--- src/bma_pkg.sv ---
// Purpose: Constants, register map and states of the boot entry block
// Assumes: 50 MHz system clock, 16-bit register port
// Notes:   Offsets are byte addresses on the register port
`default_nettype none
package bma_pkg;
    // ==========================================================
    // Timing
    localparam int unsigned CLK_HZ          = 50_000_000;
    localparam int unsigned READY_STATES    = 100;
    localparam int unsigned ZERO_BYTE_BITS  = 9;
    localparam int          CNT_W           = 18;
    localparam int          DIV_W           = 16;
    localparam logic [CNT_W-1:0] READY_CYC  = CNT_W'(READY_STATES - 1);
    localparam logic [CNT_W-1:0] BIT_DIV    = CNT_W'(ZERO_BYTE_BITS);
    localparam logic [CNT_W-1:0] CNT_MAX    = {CNT_W{1'b1}};
    localparam logic [3:0]  START_IDX       = 4'h0;
    localparam logic [3:0]  STOP_IDX        = 4'h9;
    // ==========================================================
    // Bytes and addresses
    localparam logic [7:0]  ADJ_DONE_BYTE   = 8'h00;
    localparam logic [7:0]  SYNC_BYTE       = 8'h55;
    localparam logic [23:0] BRANCH_ADDR     = 24'hFF_E720;
    // ==========================================================
    // Register map
    localparam logic [7:0]  SCR_OFS         = 8'h00;
    localparam logic [7:0]  BDIV_OFS        = 8'h02;
    localparam logic [7:0]  P9DIR_OFS       = 8'h04;
    localparam logic [7:0]  P9OUT_OFS       = 8'h06;
    localparam logic [7:0]  LLEN_OFS        = 8'h08;
    localparam logic [7:0]  STAT_OFS        = 8'h0A;
    localparam int          TX_ON_BIT       = 5;
    localparam int          RX_ON_BIT       = 4;
    localparam int          TXPIN_BIT       = 1;
    localparam logic [7:0]  SCR_RST         = 8'h00;
    localparam logic [7:0]  P9_RST          = 8'h00;
    localparam logic [DIV_W-1:0] BDIV_RST   = 16'h0001;
    localparam logic [15:0] LLEN_RST        = 16'h0100;
    // ==========================================================
    // Boot sequence, Gray coded along the usual path
    typedef enum logic [3:0] {
        S_READY = 4'b0000,
        S_MWAIT = 4'b0001,
        S_MLOW  = 4'b0011,
        S_DIV   = 4'b0010,
        S_SEND  = 4'b0110,
        S_SYNC  = 4'b0111,
        S_ERASE = 4'b0101,
        S_LOAD  = 4'b0100,
        S_HAND  = 4'b1100,
        S_RUN   = 4'b1101,
        S_USER  = 4'b1111
    } bma_state_t;
endpackage : bma_pkg
`default_nettype wire

--- src/bma_boot_entry.sv ---
// Purpose: Boot mode entry with serial bit-rate auto adjustment
// Assumes: Host link pulled up; flash eraser and RAM sit outside
// Notes:   One clock domain; pins pass two flip-flops first
//
// Behaviour
// - In boot mode, time the low period of host zero bytes on receive line.
// - Serial format is eight data bits, one stop bit, no parity.
// - After computing the rate, send one zero byte to the host.
// - Clock must suit the host rate: 16/8/4 to 25 MHz; this block assumes a 50 MHz clock.
// - About 100 states after reset pass before timing starts.
// - Erase all flash blocks when any flash location is programmed.
// - Before hand-over clear receive and transmit enables; divisor stays.
// - At hand-over transmit pin is a high output, direction and data set.
// - At hand-over general registers undefined, other registers unchanged.
// - Watchdog reset in boot mode restarts the boot program, state kept.
// - After the program is loaded, branch to address 0xFFE720.
`default_nettype none
module bma_boot_entry
    import bma_pkg::*;
(
    // Clock and reset
    input  wire logic        CLOCK_I,
    input  wire logic        RESET_I,
    // Register port
    input  wire logic [7:0]  REG_ADDR_I,
    input  wire logic [15:0] REG_WDATA_I,
    input  wire logic        REG_WR_I,
    input  wire logic        REG_RD_I,
    output logic      [15:0] REG_RDATA_O,
    // Serial pins
    input  wire logic        SERIAL_RX_PIN_I,
    output logic             SERIAL_TX_PIN_O,
    output logic             SERIAL_TX_OE_O,
    // Mode pins and watchdog
    input  wire logic        MODE_SELECT_PIN_0_I,
    input  wire logic        MODE_SELECT_PIN_2_I,
    input  wire logic        FLASH_WRITE_ENABLE_PIN_I,
    input  wire logic        WDT_RESET_I,
    // Flash eraser
    input  wire logic        FLASH_BLANK_I,
    input  wire logic        FLASH_ERASE_DONE_I,
    output logic             FLASH_ERASE_O,
    // RAM loader and hand-over
    output logic             RAM_WR_O,
    output logic      [15:0] RAM_ADDR_O,
    output logic      [7:0]  RAM_DATA_O,
    output logic             BRANCH_O,
    output logic      [23:0] BRANCH_ADDR_O,
    output logic             BOOT_MODE_O
);

    function automatic logic is_boot(input logic [2:0] p);
        // p = {write enable, mode 2, mode 0}
        return p[2] & ~p[1] & p[0];
    endfunction

    function automatic logic hit(input logic [7:0] ofs);
        return REG_ADDR_I == ofs;
    endfunction

    bma_state_t       state_r;
    logic [CNT_W-1:0] cnt_r;
    logic [DIV_W-1:0] quot_r;
    logic [2:0]       pin_s1_r, pin_s2_r;
    logic             rx_s1_r, rx_s2_r, rx_d_r, rx_fall;
    logic             boot_r, taken_r;
    logic [7:0]       scr_r, p9dir_r, p9out_r;
    logic [DIV_W-1:0] bdiv_r;
    logic [15:0]      llen_r;
    logic             tx_go_r, tx_done_r, tx_busy_r, tx_line_r;
    logic [DIV_W-1:0] tx_tmr_r;
    logic [3:0]       tx_bit_r;
    logic [8:0]       tx_sh_r;
    logic             rx_busy_r, rx_vld_r;
    logic [DIV_W-1:0] rx_tmr_r;
    logic [3:0]       rx_bit_r;
    logic [7:0]       rx_sh_r, rx_byte_r;
    logic             rx_on, tx_on, div_done;

    assign rx_on    = scr_r[RX_ON_BIT];
    assign tx_on    = scr_r[TX_ON_BIT];
    assign rx_fall  = rx_d_r & ~rx_s2_r;
    assign div_done = (state_r == S_DIV) && (cnt_r < BIT_DIV);

    // ==========================================================
    // Pin synchronisers
    always_ff @(posedge CLOCK_I or posedge RESET_I) begin
        if (RESET_I) begin
            rx_s1_r  <= 1'b1;
            rx_s2_r  <= 1'b1;
            rx_d_r   <= 1'b1;
            pin_s1_r <= 3'h0;
            pin_s2_r <= 3'h0;
        end else begin
            rx_s1_r  <= SERIAL_RX_PIN_I;
            rx_s2_r  <= rx_s1_r;
            rx_d_r   <= rx_s2_r;
            pin_s1_r <= {FLASH_WRITE_ENABLE_PIN_I, MODE_SELECT_PIN_2_I, MODE_SELECT_PIN_0_I};
            pin_s2_r <= pin_s1_r;
        end
    end

    // ==========================================================
    // Boot sequence
    // Mode pins are caught once, after the ready wait; a watchdog restart
    // keeps that decision, so later pin changes do not matter.
    always_ff @(posedge CLOCK_I or posedge RESET_I) begin
        if (RESET_I) begin
            state_r <= S_READY;
            cnt_r   <= '0;
            quot_r  <= '0;
            boot_r  <= 1'b0;
            taken_r <= 1'b0;
        end else if (WDT_RESET_I && boot_r) begin
            state_r <= S_READY;
            cnt_r   <= '0;
        end else begin
            unique case (state_r)
                S_READY: begin
                    cnt_r <= cnt_r + 1'b1;
                    if (cnt_r == READY_CYC) begin
                        cnt_r   <= '0;
                        taken_r <= 1'b1;
                        if (!taken_r) begin
                            boot_r  <= is_boot(pin_s2_r);
                            state_r <= is_boot(pin_s2_r) ? S_MWAIT : S_USER;
                        end else begin
                            state_r <= boot_r ? S_MWAIT : S_USER;
                        end
                    end
                end
                S_MWAIT: begin
                    // Line must be seen high first, so a byte already under
                    // way at the end of the wait is not timed
                    if (rx_fall) begin
                        cnt_r   <= CNT_W'(1);
                        state_r <= S_MLOW;
                    end
                end
                S_MLOW: begin
                    if (rx_s2_r) begin
                        quot_r  <= '0;
                        state_r <= S_DIV;
                    end else if (cnt_r != CNT_MAX) begin
                        cnt_r <= cnt_r + 1'b1;
                    end
                end
                S_DIV: begin
                    // Divide by repeated subtraction of BIT_DIV; costs one clock per quotient step, about one bit time
                    if (div_done) begin
                        state_r <= S_SEND;
                    end else begin
                        cnt_r  <= cnt_r - BIT_DIV;
                        quot_r <= quot_r + 1'b1;
                    end
                end
                S_SEND: begin
                    if (tx_done_r) begin
                        state_r <= S_SYNC;
                    end
                end
                S_SYNC: begin
                    // Leftover zero bytes from the host are skipped here
                    cnt_r <= '0;
                    if (rx_vld_r && rx_byte_r == SYNC_BYTE) begin
                        state_r <= FLASH_BLANK_I ? S_LOAD : S_ERASE;
                    end
                end
                S_ERASE: begin
                    if (FLASH_ERASE_DONE_I) begin
                        state_r <= S_LOAD;
                    end
                end
                S_LOAD: begin
                    if (llen_r == '0) begin
                        state_r <= S_HAND;
                    end else if (rx_vld_r) begin
                        cnt_r <= cnt_r + 1'b1;
                        if (cnt_r[15:0] == llen_r - 1'b1) begin
                            state_r <= S_HAND;
                        end
                    end
                end
                S_HAND:  state_r <= S_RUN;
                S_RUN:   state_r <= S_RUN;
                S_USER:  state_r <= S_USER;
                default: state_r <= S_READY;
            endcase
        end
    end

    // ==========================================================
    // Flash erase request, RAM loader and branch
    always_ff @(posedge CLOCK_I or posedge RESET_I) begin
        if (RESET_I) begin
            FLASH_ERASE_O <= 1'b0;
            RAM_WR_O      <= 1'b0;
            RAM_ADDR_O    <= '0;
            RAM_DATA_O    <= '0;
            BRANCH_O      <= 1'b0;
        end else begin
            FLASH_ERASE_O <= (state_r == S_ERASE) && !FLASH_ERASE_DONE_I;
            RAM_WR_O      <= (state_r == S_LOAD) && rx_vld_r && (llen_r != '0);
            RAM_ADDR_O    <= cnt_r[15:0];
            RAM_DATA_O    <= rx_byte_r;
            BRANCH_O      <= (state_r == S_HAND);
        end
    end

    assign BRANCH_ADDR_O = BRANCH_ADDR;
    assign BOOT_MODE_O   = boot_r;

    // ==========================================================
    // Registers; hardware updates take priority over software
    always_ff @(posedge CLOCK_I or posedge RESET_I) begin
        if (RESET_I) begin
            scr_r <= SCR_RST;
        end else if (div_done) begin
            scr_r[RX_ON_BIT] <= 1'b1;
            scr_r[TX_ON_BIT] <= 1'b1;
        end else if (state_r == S_HAND) begin
            scr_r[RX_ON_BIT] <= 1'b0;
            scr_r[TX_ON_BIT] <= 1'b0;
        end else if (REG_WR_I && hit(SCR_OFS)) begin
            scr_r <= REG_WDATA_I[7:0];
        end
    end

    always_ff @(posedge CLOCK_I or posedge RESET_I) begin
        if (RESET_I) begin
            bdiv_r <= BDIV_RST;
        end else if (div_done) begin
            bdiv_r <= (quot_r == '0) ? BDIV_RST : quot_r;
        end else if (REG_WR_I && hit(BDIV_OFS)) begin
            bdiv_r <= REG_WDATA_I;
        end
    end

    // Nothing else is touched at hand-over; CPU registers are outside
    always_ff @(posedge CLOCK_I or posedge RESET_I) begin
        if (RESET_I) begin
            p9dir_r <= P9_RST;
            p9out_r <= P9_RST;
        end else if (state_r == S_HAND) begin
            p9dir_r[TXPIN_BIT] <= 1'b1;
            p9out_r[TXPIN_BIT] <= 1'b1;
        end else begin
            if (REG_WR_I && hit(P9DIR_OFS)) begin
                p9dir_r <= REG_WDATA_I[7:0];
            end
            if (REG_WR_I && hit(P9OUT_OFS)) begin
                p9out_r <= REG_WDATA_I[7:0];
            end
        end
    end

    always_ff @(posedge CLOCK_I or posedge RESET_I) begin
        if (RESET_I) begin
            llen_r <= LLEN_RST;
        end else if (REG_WR_I && hit(LLEN_OFS)) begin
            llen_r <= REG_WDATA_I;
        end
    end

    always_ff @(posedge CLOCK_I or posedge RESET_I) begin
        if (RESET_I) begin
            REG_RDATA_O <= '0;
        end else if (REG_RD_I) begin
            unique case (REG_ADDR_I)
                SCR_OFS:   REG_RDATA_O <= {8'h00, scr_r};
                BDIV_OFS:  REG_RDATA_O <= bdiv_r;
                P9DIR_OFS: REG_RDATA_O <= {8'h00, p9dir_r};
                P9OUT_OFS: REG_RDATA_O <= {8'h00, p9out_r};
                LLEN_OFS:  REG_RDATA_O <= llen_r;
                STAT_OFS:  REG_RDATA_O <= {9'h000, state_r, boot_r, tx_busy_r, rx_busy_r};
                default:   REG_RDATA_O <= '0;
            endcase
        end
    end

    // ==========================================================
    // Transmitter: start, eight data bits, one stop bit
    always_ff @(posedge CLOCK_I or posedge RESET_I) begin
        if (RESET_I) begin
            tx_go_r   <= 1'b0;
            tx_done_r <= 1'b0;
            tx_busy_r <= 1'b0;
            tx_line_r <= 1'b1;
            tx_tmr_r  <= '0;
            tx_bit_r  <= '0;
            tx_sh_r   <= '1;
        end else begin
            tx_go_r   <= div_done;
            tx_done_r <= 1'b0;
            if (!tx_on) begin
                tx_busy_r <= 1'b0;
                tx_line_r <= 1'b1;
            end else if (tx_go_r && !tx_busy_r) begin
                tx_sh_r   <= {1'b1, ADJ_DONE_BYTE};
                tx_line_r <= 1'b0;
                tx_busy_r <= 1'b1;
                tx_bit_r  <= START_IDX;
                tx_tmr_r  <= bdiv_r - 1'b1;
            end else if (tx_busy_r) begin
                if (tx_tmr_r != '0) begin
                    tx_tmr_r <= tx_tmr_r - 1'b1;
                end else if (tx_bit_r == STOP_IDX) begin
                    tx_busy_r <= 1'b0;
                    tx_done_r <= 1'b1;
                end else begin
                    tx_line_r <= tx_sh_r[0];
                    tx_sh_r   <= {1'b1, tx_sh_r[8:1]};
                    tx_bit_r  <= tx_bit_r + 1'b1;
                    tx_tmr_r  <= bdiv_r - 1'b1;
                end
            end
        end
    end

    // Port data drives the pin once the serial transmitter is off
    assign SERIAL_TX_PIN_O = tx_on ? tx_line_r : p9out_r[TXPIN_BIT];
    assign SERIAL_TX_OE_O  = tx_on | p9dir_r[TXPIN_BIT];

    // ==========================================================
    // Receiver: samples mid-bit; a byte with a bad stop bit is dropped
    always_ff @(posedge CLOCK_I or posedge RESET_I) begin
        if (RESET_I) begin
            rx_busy_r <= 1'b0;
            rx_vld_r  <= 1'b0;
            rx_tmr_r  <= '0;
            rx_bit_r  <= '0;
            rx_sh_r   <= '0;
            rx_byte_r <= '0;
        end else begin
            rx_vld_r <= 1'b0;
            if (!rx_on) begin
                rx_busy_r <= 1'b0;
            end else if (!rx_busy_r) begin
                if (rx_fall) begin
                    rx_busy_r <= 1'b1;
                    rx_bit_r  <= START_IDX;
                    rx_tmr_r  <= bdiv_r >> 1;
                end
            end else if (rx_tmr_r != '0) begin
                rx_tmr_r <= rx_tmr_r - 1'b1;
            end else begin
                rx_tmr_r <= bdiv_r - 1'b1;
                rx_bit_r <= rx_bit_r + 1'b1;
                if (rx_bit_r == START_IDX && rx_s2_r) begin
                    rx_busy_r <= 1'b0;
                end else if (rx_bit_r == STOP_IDX) begin
                    rx_busy_r <= 1'b0;
                    rx_vld_r  <= rx_s2_r;
                    rx_byte_r <= rx_sh_r;
                end else if (rx_bit_r != START_IDX) begin
                    rx_sh_r <= {rx_s2_r, rx_sh_r[7:1]};
                end
            end
        end
    end

endmodule : bma_boot_entry
`default_nettype wire

--- config.mk ---
export PLATFORM = sky130hd
export DESIGN_NAME = bma_boot_entry
export DESIGN_NICKNAME = d
export VERILOG_FILES = /design/src/bma_pkg.sv /design/src/bma_boot_entry.sv
export SDC_FILE = /design/constraint.sdc
export NUM_CORES = 1
export LEC_CHECK = 0
export BUFFER_PORTS_ARGS = -buffer_cell sky130_fd_sc_hd__buf_2
export CAP_MARGIN = 0
export CORE_ASPECT_RATIO = 1.4
export CORE_MARGIN = 2
export CORE_UTILIZATION = 40
export CTS_CLUSTER_DIAMETER = 50
export DETAILED_ROUTE_END_ITERATION = 10
export HOLD_SLACK_MARGIN = 0.08
export MAX_ROUTING_LAYER = met4
export SLEW_MARGIN = 40
export SYNTH_ARGS = -nofsm -noshare
export SYNTH_HDL_FRONTEND = slang
export SYNTH_SLANG_ARGS = --single-unit
--- constraint.sdc ---
create_clock -name CLOCK_I -period 10.25 [get_ports CLOCK_I]
set_input_delay 2.05 -clock CLOCK_I [delete_from_list [all_inputs] [get_ports CLOCK_I]]
set_output_delay 2.05 -clock CLOCK_I [all_outputs]
set_load 0.01 [all_outputs]
======== Word level (Yosys, flattened, before mapping) ========
Index checks and enable logic that the tools add are counted.
operators by class
  equal/unequal tests ..................... 44
  add/sub/neg operators ................... 9
  multiplexer cells ....................... 84
  magnitude comparators ................... 1
  bitwise operators ....................... 13
  reduce and logical (&&, ||, !) cells .... 48
operators by type and width
  kind                                                                    count
  16-bit 2-to-1 mux                                                       12
  18-bit 2-to-1 mux                                                       8
  18-bit case mux with 6 select lines                                     1
  16-bit case mux with 6 select lines                                     1
  4-bit 2-to-1 mux                                                        21
  16-bit by 1-bit subtractor with 16-bit output (second input constant)   4
  16-bit nonzero test                                                     3
  4-bit case mux with 10 select lines                                     1
  3-bit inequality test (second input constant)                           13
  9-bit 2-to-1 mux                                                        4
  16-bit zero test                                                        2
  16-bit case mux with 2 select lines                                     1
  1-bit 2-to-1 mux                                                        30
  4-bit == test (second input constant)                                   5
  18-bit by 1-bit adder with 18-bit output (second input constant)        1
  18-bit by 7-bit == test with 1-bit output (second input constant)       1
  18-bit by 4-bit < comparator with 1-bit output (second input constant)  1
  18-bit inequality test (second input constant)                          1
  18-bit by 4-bit subtractor with 18-bit output (second input constant)   1
  16-bit by 1-bit adder with 16-bit output (second input constant)        1
  16-bit == test                                                          1
  4-bit by 3-bit == test with 1-bit output (second input constant)        4
  8-bit by 3-bit == test with 1-bit output (second input constant)        2
  8-bit by 4-bit == test with 1-bit output (second input constant)        2
  30 further kinds                                                        78
word-level totals
  bits in registers ....................... 219
  word-level logic and storage cells ...... 236

======== Longest topological paths before layout ========
Gate-level depths: netlist (run 1).
  depth after elaboration ................. 8
  mapped depth ............................ 10

======== Worst setup path after synthesis (run 1) ========
Ideal clock, no wire load.
  path kind ............................... input -> register
  start ................................... input REG_ADDR_I[5]
  end ..................................... register llen_r[2]
  library setup time ...................... 0.125 ns
  arrival ................................. 3.972 ns
  required time ........................... 10.125 ns
  path buffers ............................ 2
  slack ................................... 6.153 ns
  cell stages on the path ................. 6
  cells stage by stage .................... or4_1 -> nor2_1 -> and3_1 -> clkbuf_1 -> clkbuf_1 -> mux2_2
between the ends
  cells in the longest elaborated chain, start to end .. 2
RTL lines
  element                                   line                   source
  start: declaration                        bma_boot_entry.sv:25   input wire logic [7:0] REG_ADDR_I,
  8-bit by 4-bit == test with 1-bit output  bma_boot_entry.sv:58   return REG_ADDR_I == ofs;
  1-bit logical AND                         bma_boot_entry.sv:260  end else if (REG_WR_I && hit(LLEN_OFS)) begin
  end signal: assignment                    bma_boot_entry.sv:259  llen_r <= LLEN_RST;
  end signal: assignment                    bma_boot_entry.sv:261  llen_r <= REG_WDATA_I;
  end: declaration                          bma_boot_entry.sv:69   logic [15:0] llen_r;
Every way passes these cells.
A chain may end at the register's enable or synchronous reset.

======== Worst setup path in the final report (run 1) ========
  start ................................... input REG_ADDR_I[5]
  end ..................................... register bdiv_r[9]
between the ends
  cells in the longest elaborated chain, start to end .. 3
RTL lines
  element                                   line                   source
  8-bit by 2-bit == test with 1-bit output  bma_boot_entry.sv:58
  1-bit logical AND                         bma_boot_entry.sv:234  end else if (REG_WR_I && hit(BDIV_OFS)) begin
  2-bit nonzero test (no source line)       -
  end signal: assignment                    bma_boot_entry.sv:233  bdiv_r <= (quot_r == '0) ? BDIV_RST : quot_r;
  end: declaration                          bma_boot_entry.sv:68   logic [DIV_W-1:0] bdiv_r;
Every way passes these cells.

==> results of run 1 <==
-- power by group --
part	internal, mW	total, mW	leakage [nW]	switching, mW
clock	0.614	0.992	0.428	0.378
combinational	0.405	1.07	2.84	0.667
sequential	1.03	1.33	2.79	0.297
-- flip-flops by register name (all words and copies together), names as in the netlist, 8 cells and up --
| signal | cells |
|---|---|
| RAM_ADDR_O | 16 |
| RAM_DATA_O | 8 |
| REG_RDATA_O | 16 |
| bdiv_r | 16 |
| cnt_r | 18 |
| llen_r | 16 |
| p9dir_r | 8 |
| p9out_r | 8 |
| quot_r | 16 |
| rx_byte_r | 8 |
| rx_sh_r | 8 |
| rx_tmr_r | 16 |
| scr_r | 8 |
| tx_sh_r | 8 |
| tx_tmr_r | 16 |
-- logic make-up (layout without fill, tap and decap cells) --
group / Yosys count / count (layout)
compound gates: 343 / 343
other cells: 2 / 24
simple gates: 437 / 437
buf+inv: 161 / 182
flops: 218 / 218
mux: 85 / 85
fa+ha+maj: 16 / 16
xor+xnor: 51 / 51
-- metal layers --
metal / track usage [%] / vias up / part of all wire [%] / routed length, um
met5: - / - / 0 / 0
met4: 8.73 / 0 / 3.7 / 1240
met3: 2.42 / 81 / 5.2 / 1730
met2: 35.1 / 314 / 50 / 16600
met1: 27.4 / 5024 / 41 / 13900
li1: - / 4772 / - / -
-- cell usage in the layout, fill, tap and decap left out, types with 7 or more instances in the layout --
| master | instances |
|---|---|
| nand2_1 | 125 |
| nor4_1 | 18 |
| xor2_1 | 31 |
| xnor2_1 | 20 |
| ha_1 | 16 |
| and2_1 | 12 |
| o21ai_0 | 98 |
| o32ai_1 | 8 |
| nand4_1 | 15 |
| or3_1 | 16 |
| mux2i_1 | 35 |
| o31ai_1 | 11 |
| or4_1 | 16 |
| a22o_1 | 8 |
| inv_1 | 47 |
| a22oi_1 | 13 |
| o22ai_1 | 27 |
| nand2b_1 | 11 |
| conb_1 | 24 |
| nor3_1 | 35 |
| buf_4 | 7 |
| nand3_1 | 31 |
| buf_2 | 80 |
| a21oi_1 | 86 |
| o211ai_1 | 12 |
| dfstp_2 | 14 |
| a31oi_1 | 12 |
| dfrtp_1 | 204 |
| nor2b_1 | 13 |
| clkbuf_16 | 25 |
| mux2_2 | 50 |
| nand3b_1 | 7 |
| nor3b_1 | 7 |
| nor2_1 | 81 |
| and3_1 | 15 |
| a211oi_1 | 10 |
-- synth_stat cells, types with 7 or more instances --
library cell	n	area, um^2
nor4_1	19	119
nand3_1	32	160
or3_1	16	100
nand3b_1	7	52.6
inv_1	49	184
and2_1	12	75.1
nor2_1	81	304
nor3b_1	7	52.6
dfrtp_1	204	5100
a211oi_1	10	75.1
o22ai_1	27	169
or4_1	16	120
buf_4	24	180
dfstp_2	14	368
a22oi_1	13	97.6
and3_1	16	100
mux2i_1	35	350
clkbuf_1	80	300
nand2b_1	11	68.8
buf_1	7	26.3
xnor2_1	20	175
a22o_1	8	70.1
ha_1	16	200
xor2_1	31	272
nand4_1	15	93.8
o32ai_1	8	70.1
o21ai_0	99	495
a21oi_1	86	430
nand2_1	126	473
nor3_1	36	180
o31ai_1	13	97.6
mux2_2	50	563
o211ai_1	12	90.1
a31oi_1	12	75.1
nor2b_1	13	81.3
-- final timing paths --
kind                                 end  slack, ns  cells after the start
max                            bdiv_r[9]       6.23                      7
min in group asynchronous  RAM_DATA_O[6]       1.57                      2
min reg2reg                  pin_s2_r[0]       0.35                      0
min                          pin_s2_r[0]       0.35                      0
max reg2reg                     scr_r[3]       6.87                      6
max in group asynchronous       scr_r[7]       6.81                      4
-- critical path: stages --
cell and delay [ns]:
buf_2 0.09, or4_1 0.56, nor4_1 0.68, nand3_2 0.56, nand2_1 0.34, nor2_1 0.07
a21oi_1 0.13
-- per-stage QoR --
stage	worst slack, ns	power [mW]	area (um^2)	hold WS [ns]
5_1_grt	6.17	3.60	13700	0.359
3_5_place_dp	5.76	2.40	12700	0.340
4_1_cts	6.33	3.40	13600	0.355
6_report	6.23	3.39	13700	0.353
3_3_place_gp	5.47	2.37	12700	0.335
2_1_floorplan	2.26	2.06	12300	0.331
-- layout make-up --
type	instances	area, um^2	share of cell area, %
clock buffers	30	654	4.79
clock inverters	16	268	1.96
inverters	49	196	1.44
multi-input cells	956	6130	44.9
flip-flops and latches	218	5470	40.1
well taps	385	482	3.53
repair buffers	87	453	3.32
==> flow_summary.json, run 1 <==
{
  "status": "finished clean",
  "critPathRequiredTime_ns": 10.72,
  "post_cts_resized": 0,
  "fin_crit_ns": 4.02,
  "final_util_pct": 45.6,
  "start_util_pct": 40.7,
  "clkTransAtPathRegs_ns": 0.06,
  "syn2layout_area_growth_pct": 12.2,
  "finalWirelength_um": 33500,
  "ir_worst_vdd_mv": 0.115,
  "maxSlewHeadroom_pct": 41.6,
  "synth-simple-area-share_pct": 18.5,
  "power_density_mw_per_mm2": 248,
  "dp_hpwl_um": 23800,
  "yosysUniqueCellTypes": 72,
  "gp_congestion": 0.909,
  "die_w_um": 151,
  "cts_tree": "done",
  "gr-total-overflow": 0,
  "cts.sinks": 218,
  "worst_ep_arrival_time_ns": 4.48,
  "path_max_fanout": 17,
  "ys.flop_type": "dfrtp_1",
  "synth_top_family_by_area": "simple AND/OR/NAND/NOR gates",
  "core_mm2": 0.0299,
  "synth-adder-area-share_pct": 1.65,
  "syn_avg_cell_area_um2": 9.27,
  "startpoint_type": "input port",
  "drv_cap": 0,
  "fill_cells": 2878,
  "cts.path.max_buffers": 3,
  "synth_compound_area_share_pct": 17.8,
  "grt_max_degree": 111,
  "period_share_pct": 39.2,
  "htree_levels": 1,
  "synth_edf_count": 0,
  "ys_async_sr_fraction_pct": 100,
  "drive_above_1_share_pct": 16.4,
  "via_count": 10200,
  "synth_area_mm2": 0.0122,
  "first_pass_iters": 7,
  "fin_tns_setup_ns": 0,
  "timing.rr.start": "state_r[3]",
  "antenna_left": 0,
  "grt_pass1_wl_um": 53000,
  "fmax_mhz": 249,
  "placed_cells": 1695,
  "cts_hold_buffers": 0,
  "postCtsSetupBuffers": 0,
  "yosys_warnings": 0,
  "ys_ff_latch": 218,
  "crit_start": "REG_ADDR_I[5]",
  "hold_class": "register to register",
  "worstSetupEndpointType": "register",
  "fin_nets": 1388,
  "grt_pass1_vias": 9749,
  "globalRouteTotalUtil_pct": 21.6,
  "finalNonFillerCells": 1741,
  "clk_latency_ns": 0.54,
  "synth_mux_area_share_pct": 7.51,
  "cts_buffers": 25,
  "holdCritStartpoint": "pin_s1_r[0]",
  "fp.dieH_um": 210,
  "dr.first_iter.drc_count": 679,
  "post_drt_wl_per_cell_um": 19.2,
  "finalSetupViolCount": 0,
  "dieArea_mm2": 0.0319,
  "via_per_inst": 5.85,
  "io_buffers": 80,
  "ioPinCount": 105,
  "synth-xor-area-share_pct": 3.67,
  "rsz0062_at_grt": "no",
  "finalHoldViolCount": 0,
  "row_count": 75,
  "drv_slew": 0,
  "drc": 0,
  "ys_seq_area_share_pct": 45.0,
  "tightest_slew_ns": 0.868,
  "antenna_found_initial": 0,
  "fin_skew_ns": 0.0119,
  "criticalPathCategory": "input port to register",
  "cellLeakagePower_nw": 6.06,
  "antenna_cells": 0,
  "syn-instance-count": 1313,
  "root_buffer": "clkbuf_16"
}
No activity file was read; power rests on OpenSTA's default activity.
==> run 2: changes to the inputs <==
==> constraint.sdc (replaced) <==
create_clock -name CLOCK_I -period 3.4 [get_ports CLOCK_I]
set_input_delay 0.68 -clock CLOCK_I [delete_from_list [all_inputs] [get_ports CLOCK_I]]
set_output_delay 0.68 -clock CLOCK_I [all_outputs]
set_load 0.01 [all_outputs]
==> flow_summary.json, run 2 (synthesized netlist as in run 1, its figures left out) <==
{
  "core_mm2": 0.0299,
  "dr.first_iter.drc_count": 688,
  "root_buffer": "clkbuf_16",
  "cts_hold_buffers": 0,
  "cts.path.max_buffers": 3,
  "period_share_pct": 93.3,
  "maxSlewHeadroom_pct": 47.4,
  "fin_crit_ns": 3.17,
  "die_w_um": 151,
  "multi_input_area_mm2": 0.00609,
  "via_per_inst": 5.79,
  "grt_max_degree": 57,
  "post-place-ws_ns": 0.369,
  "antenna_left": 0,
  "io_buffers": 80,
  "tightest_slew_ns": 0.788,
  "hold_class": "input port to asynchronous set/reset pin",
  "globalRouteTotalUtil_pct": 22.7,
  "worstSetupEndpointType": "register",
  "max_flop_register": "cnt_r",
  "holdWs_ns": 0.132,
  "seq_area_mm2": 0.00547,
  "grt_pass1_wl_um": 55600,
  "cellLeakagePower_nw": 6.26,
  "path_max_fanout": 30,
  "final_common_cell": "dfrtp_1",
  "ioPinCount": 105,
  "critPathRequiredTime_ns": 3.83,
  "layout_common_cells": "dfrtp_1 (204), nand2_1 (126), o21ai_0 (99)",
  "first_pass_iters": 5,
  "rsz0062_at_grt": "no",
  "gp_congestion": 0.900,
  "criticalPathCategory": "register to register",
  "antenna_cells": 0,
  "largest_reg_flops": 18,
  "fin_nets": 1429,
  "drv_cap": 0,
  "cts_tree": "done",
  "clk_latency_ns": 0.55,
  "ir_worst_vdd_mv": 0.335,
  "cts.sinks": 218,
  "dp_hpwl_um": 25000,
  "finalWirelength_um": 34700,
  "startpoint_type": "register",
  "fmax_mhz": 315,
  "antenna_found_initial": 0,
  "via_count": 10300,
  "status": "finished clean",
  "drv_slew": 0,
  "finalSetupViolCount": 0,
  "drc": 0,
  "drive_above_1_share_pct": 18.5,
  "power_density_mw_per_mm2": 736,
  "cts_buffers": 27,
  "row_count": 75,
  "finalHoldViolCount": 0,
  "htree_levels": 1,
  "start_util_pct": 40.7,
  "postCtsSetupBuffers": 0,
  "dieArea_mm2": 0.0319,
  "fill_cells": 2833,
  "clkTransAtPathRegs_ns": 0.06,
  "fin_skew_ns": 0.0125,
  "post_drt_wl_per_cell_um": 19.5,
  "syn2layout_area_growth_pct": 14.3,
  "worst_ep_arrival_time_ns": 3.60,
  "post_cts_resized": 0,
  "gr-total-overflow": 0,
  "grt_pass1_vias": 10200,
  "fin_ws_ns": 0.229,
  "fp.dieH_um": 210
}
==> run 2: changes by cell type in the layout (fill, tap and decap cells not counted), moves of 2 or more <==
| cell | previous run | this run |
|---|---|---|
| clkinvlp_4 | 6 | 3 |
| buf_4 | 7 | 42 |
| clkinv_4 | 1 | 4 |
| bufinv_16 | 6 | 2 |
| clkinv_2 | 1 | 6 |
| inv_6 | 1 | 3 |
| buf_12 | 0 | 4 |
| clkbuf_16 | 25 | 27 |
==> run 2: area by class of cell <==
class	instances	share of cell area, %
multi-input combinational	956	43.8
timing repair buffer	126	5.72
tap	385	3.46
sequential	218	39.3
clock inverter	17	1.20
clock buffer	32	5.14
inverter	49	1.35
==> run 2: layer usage <==
| metal | track usage, % | routed length (um) | share of wire (%) |
|---|---|---|---|
| met5 | - | 0 | 0 |
| met4 | 8.06 | 1110 | 3.2 |
| met3 | 3.03 | 1800 | 5.2 |
| met2 | 37.7 | 17400 | 50 |
| met1 | 28.3 | 14400 | 41 |
==> run 2: worst paths after layout <==
| path | start | to | slack, ns | depth (start not counted) |
|---|---|---|---|---|
| worst max-delay path | tx_tmr_r[9] | tx_tmr_r[2] | 0.23 | 6 |
| worst min-delay path | RESET_I | RAM_DATA_O[7] | 0.13 | 2 |
| worst max register to register | tx_tmr_r[9] | tx_tmr_r[2] | 0.23 | 6 |
| worst min register to register | pin_s1_r[2] | pin_s2_r[2] | 0.35 | 0 |
| max in group asynchronous | RESET_I | tx_sh_r[4] | 2.38 | 4 |
| min in group CLOCK_I | SERIAL_RX_PIN_I | rx_s1_r | 0.23 | 1 |
==> run 2: stage by stage <==
step	setup TNS, ns	cells	area [um^2]	power, mW	utilization [%]
6_report	0	1783	13900	10.2	46.5
5_1_grt	0	1783	13900	10.9	46.5
4_1_cts	0	1783	13900	10.3	46.5
3_5_place_dp	0	1734	13000	7.37	43.5
3_3_place_gp	0	1734	13000	7.33	43.5
2_1_floorplan	-22.17	1335	12300	6.20	-
==> run 2: power breakdown <==
part | switching, mW | internal [mW]
combinational | 2.16 | 1.34
sequential | 0.784 | 3.12
clock | 1.18 | 1.67
==> run 2: worst max-delay path, cell delays in order, from the launching register on <==
cell,delay (ns)
dfrtp_1,0.43
or3_1,0.50
nor4_1,0.49
nand4_1,0.17
nand2b_1,0.23
clkinv_1,0.67
o221a_2,0.56
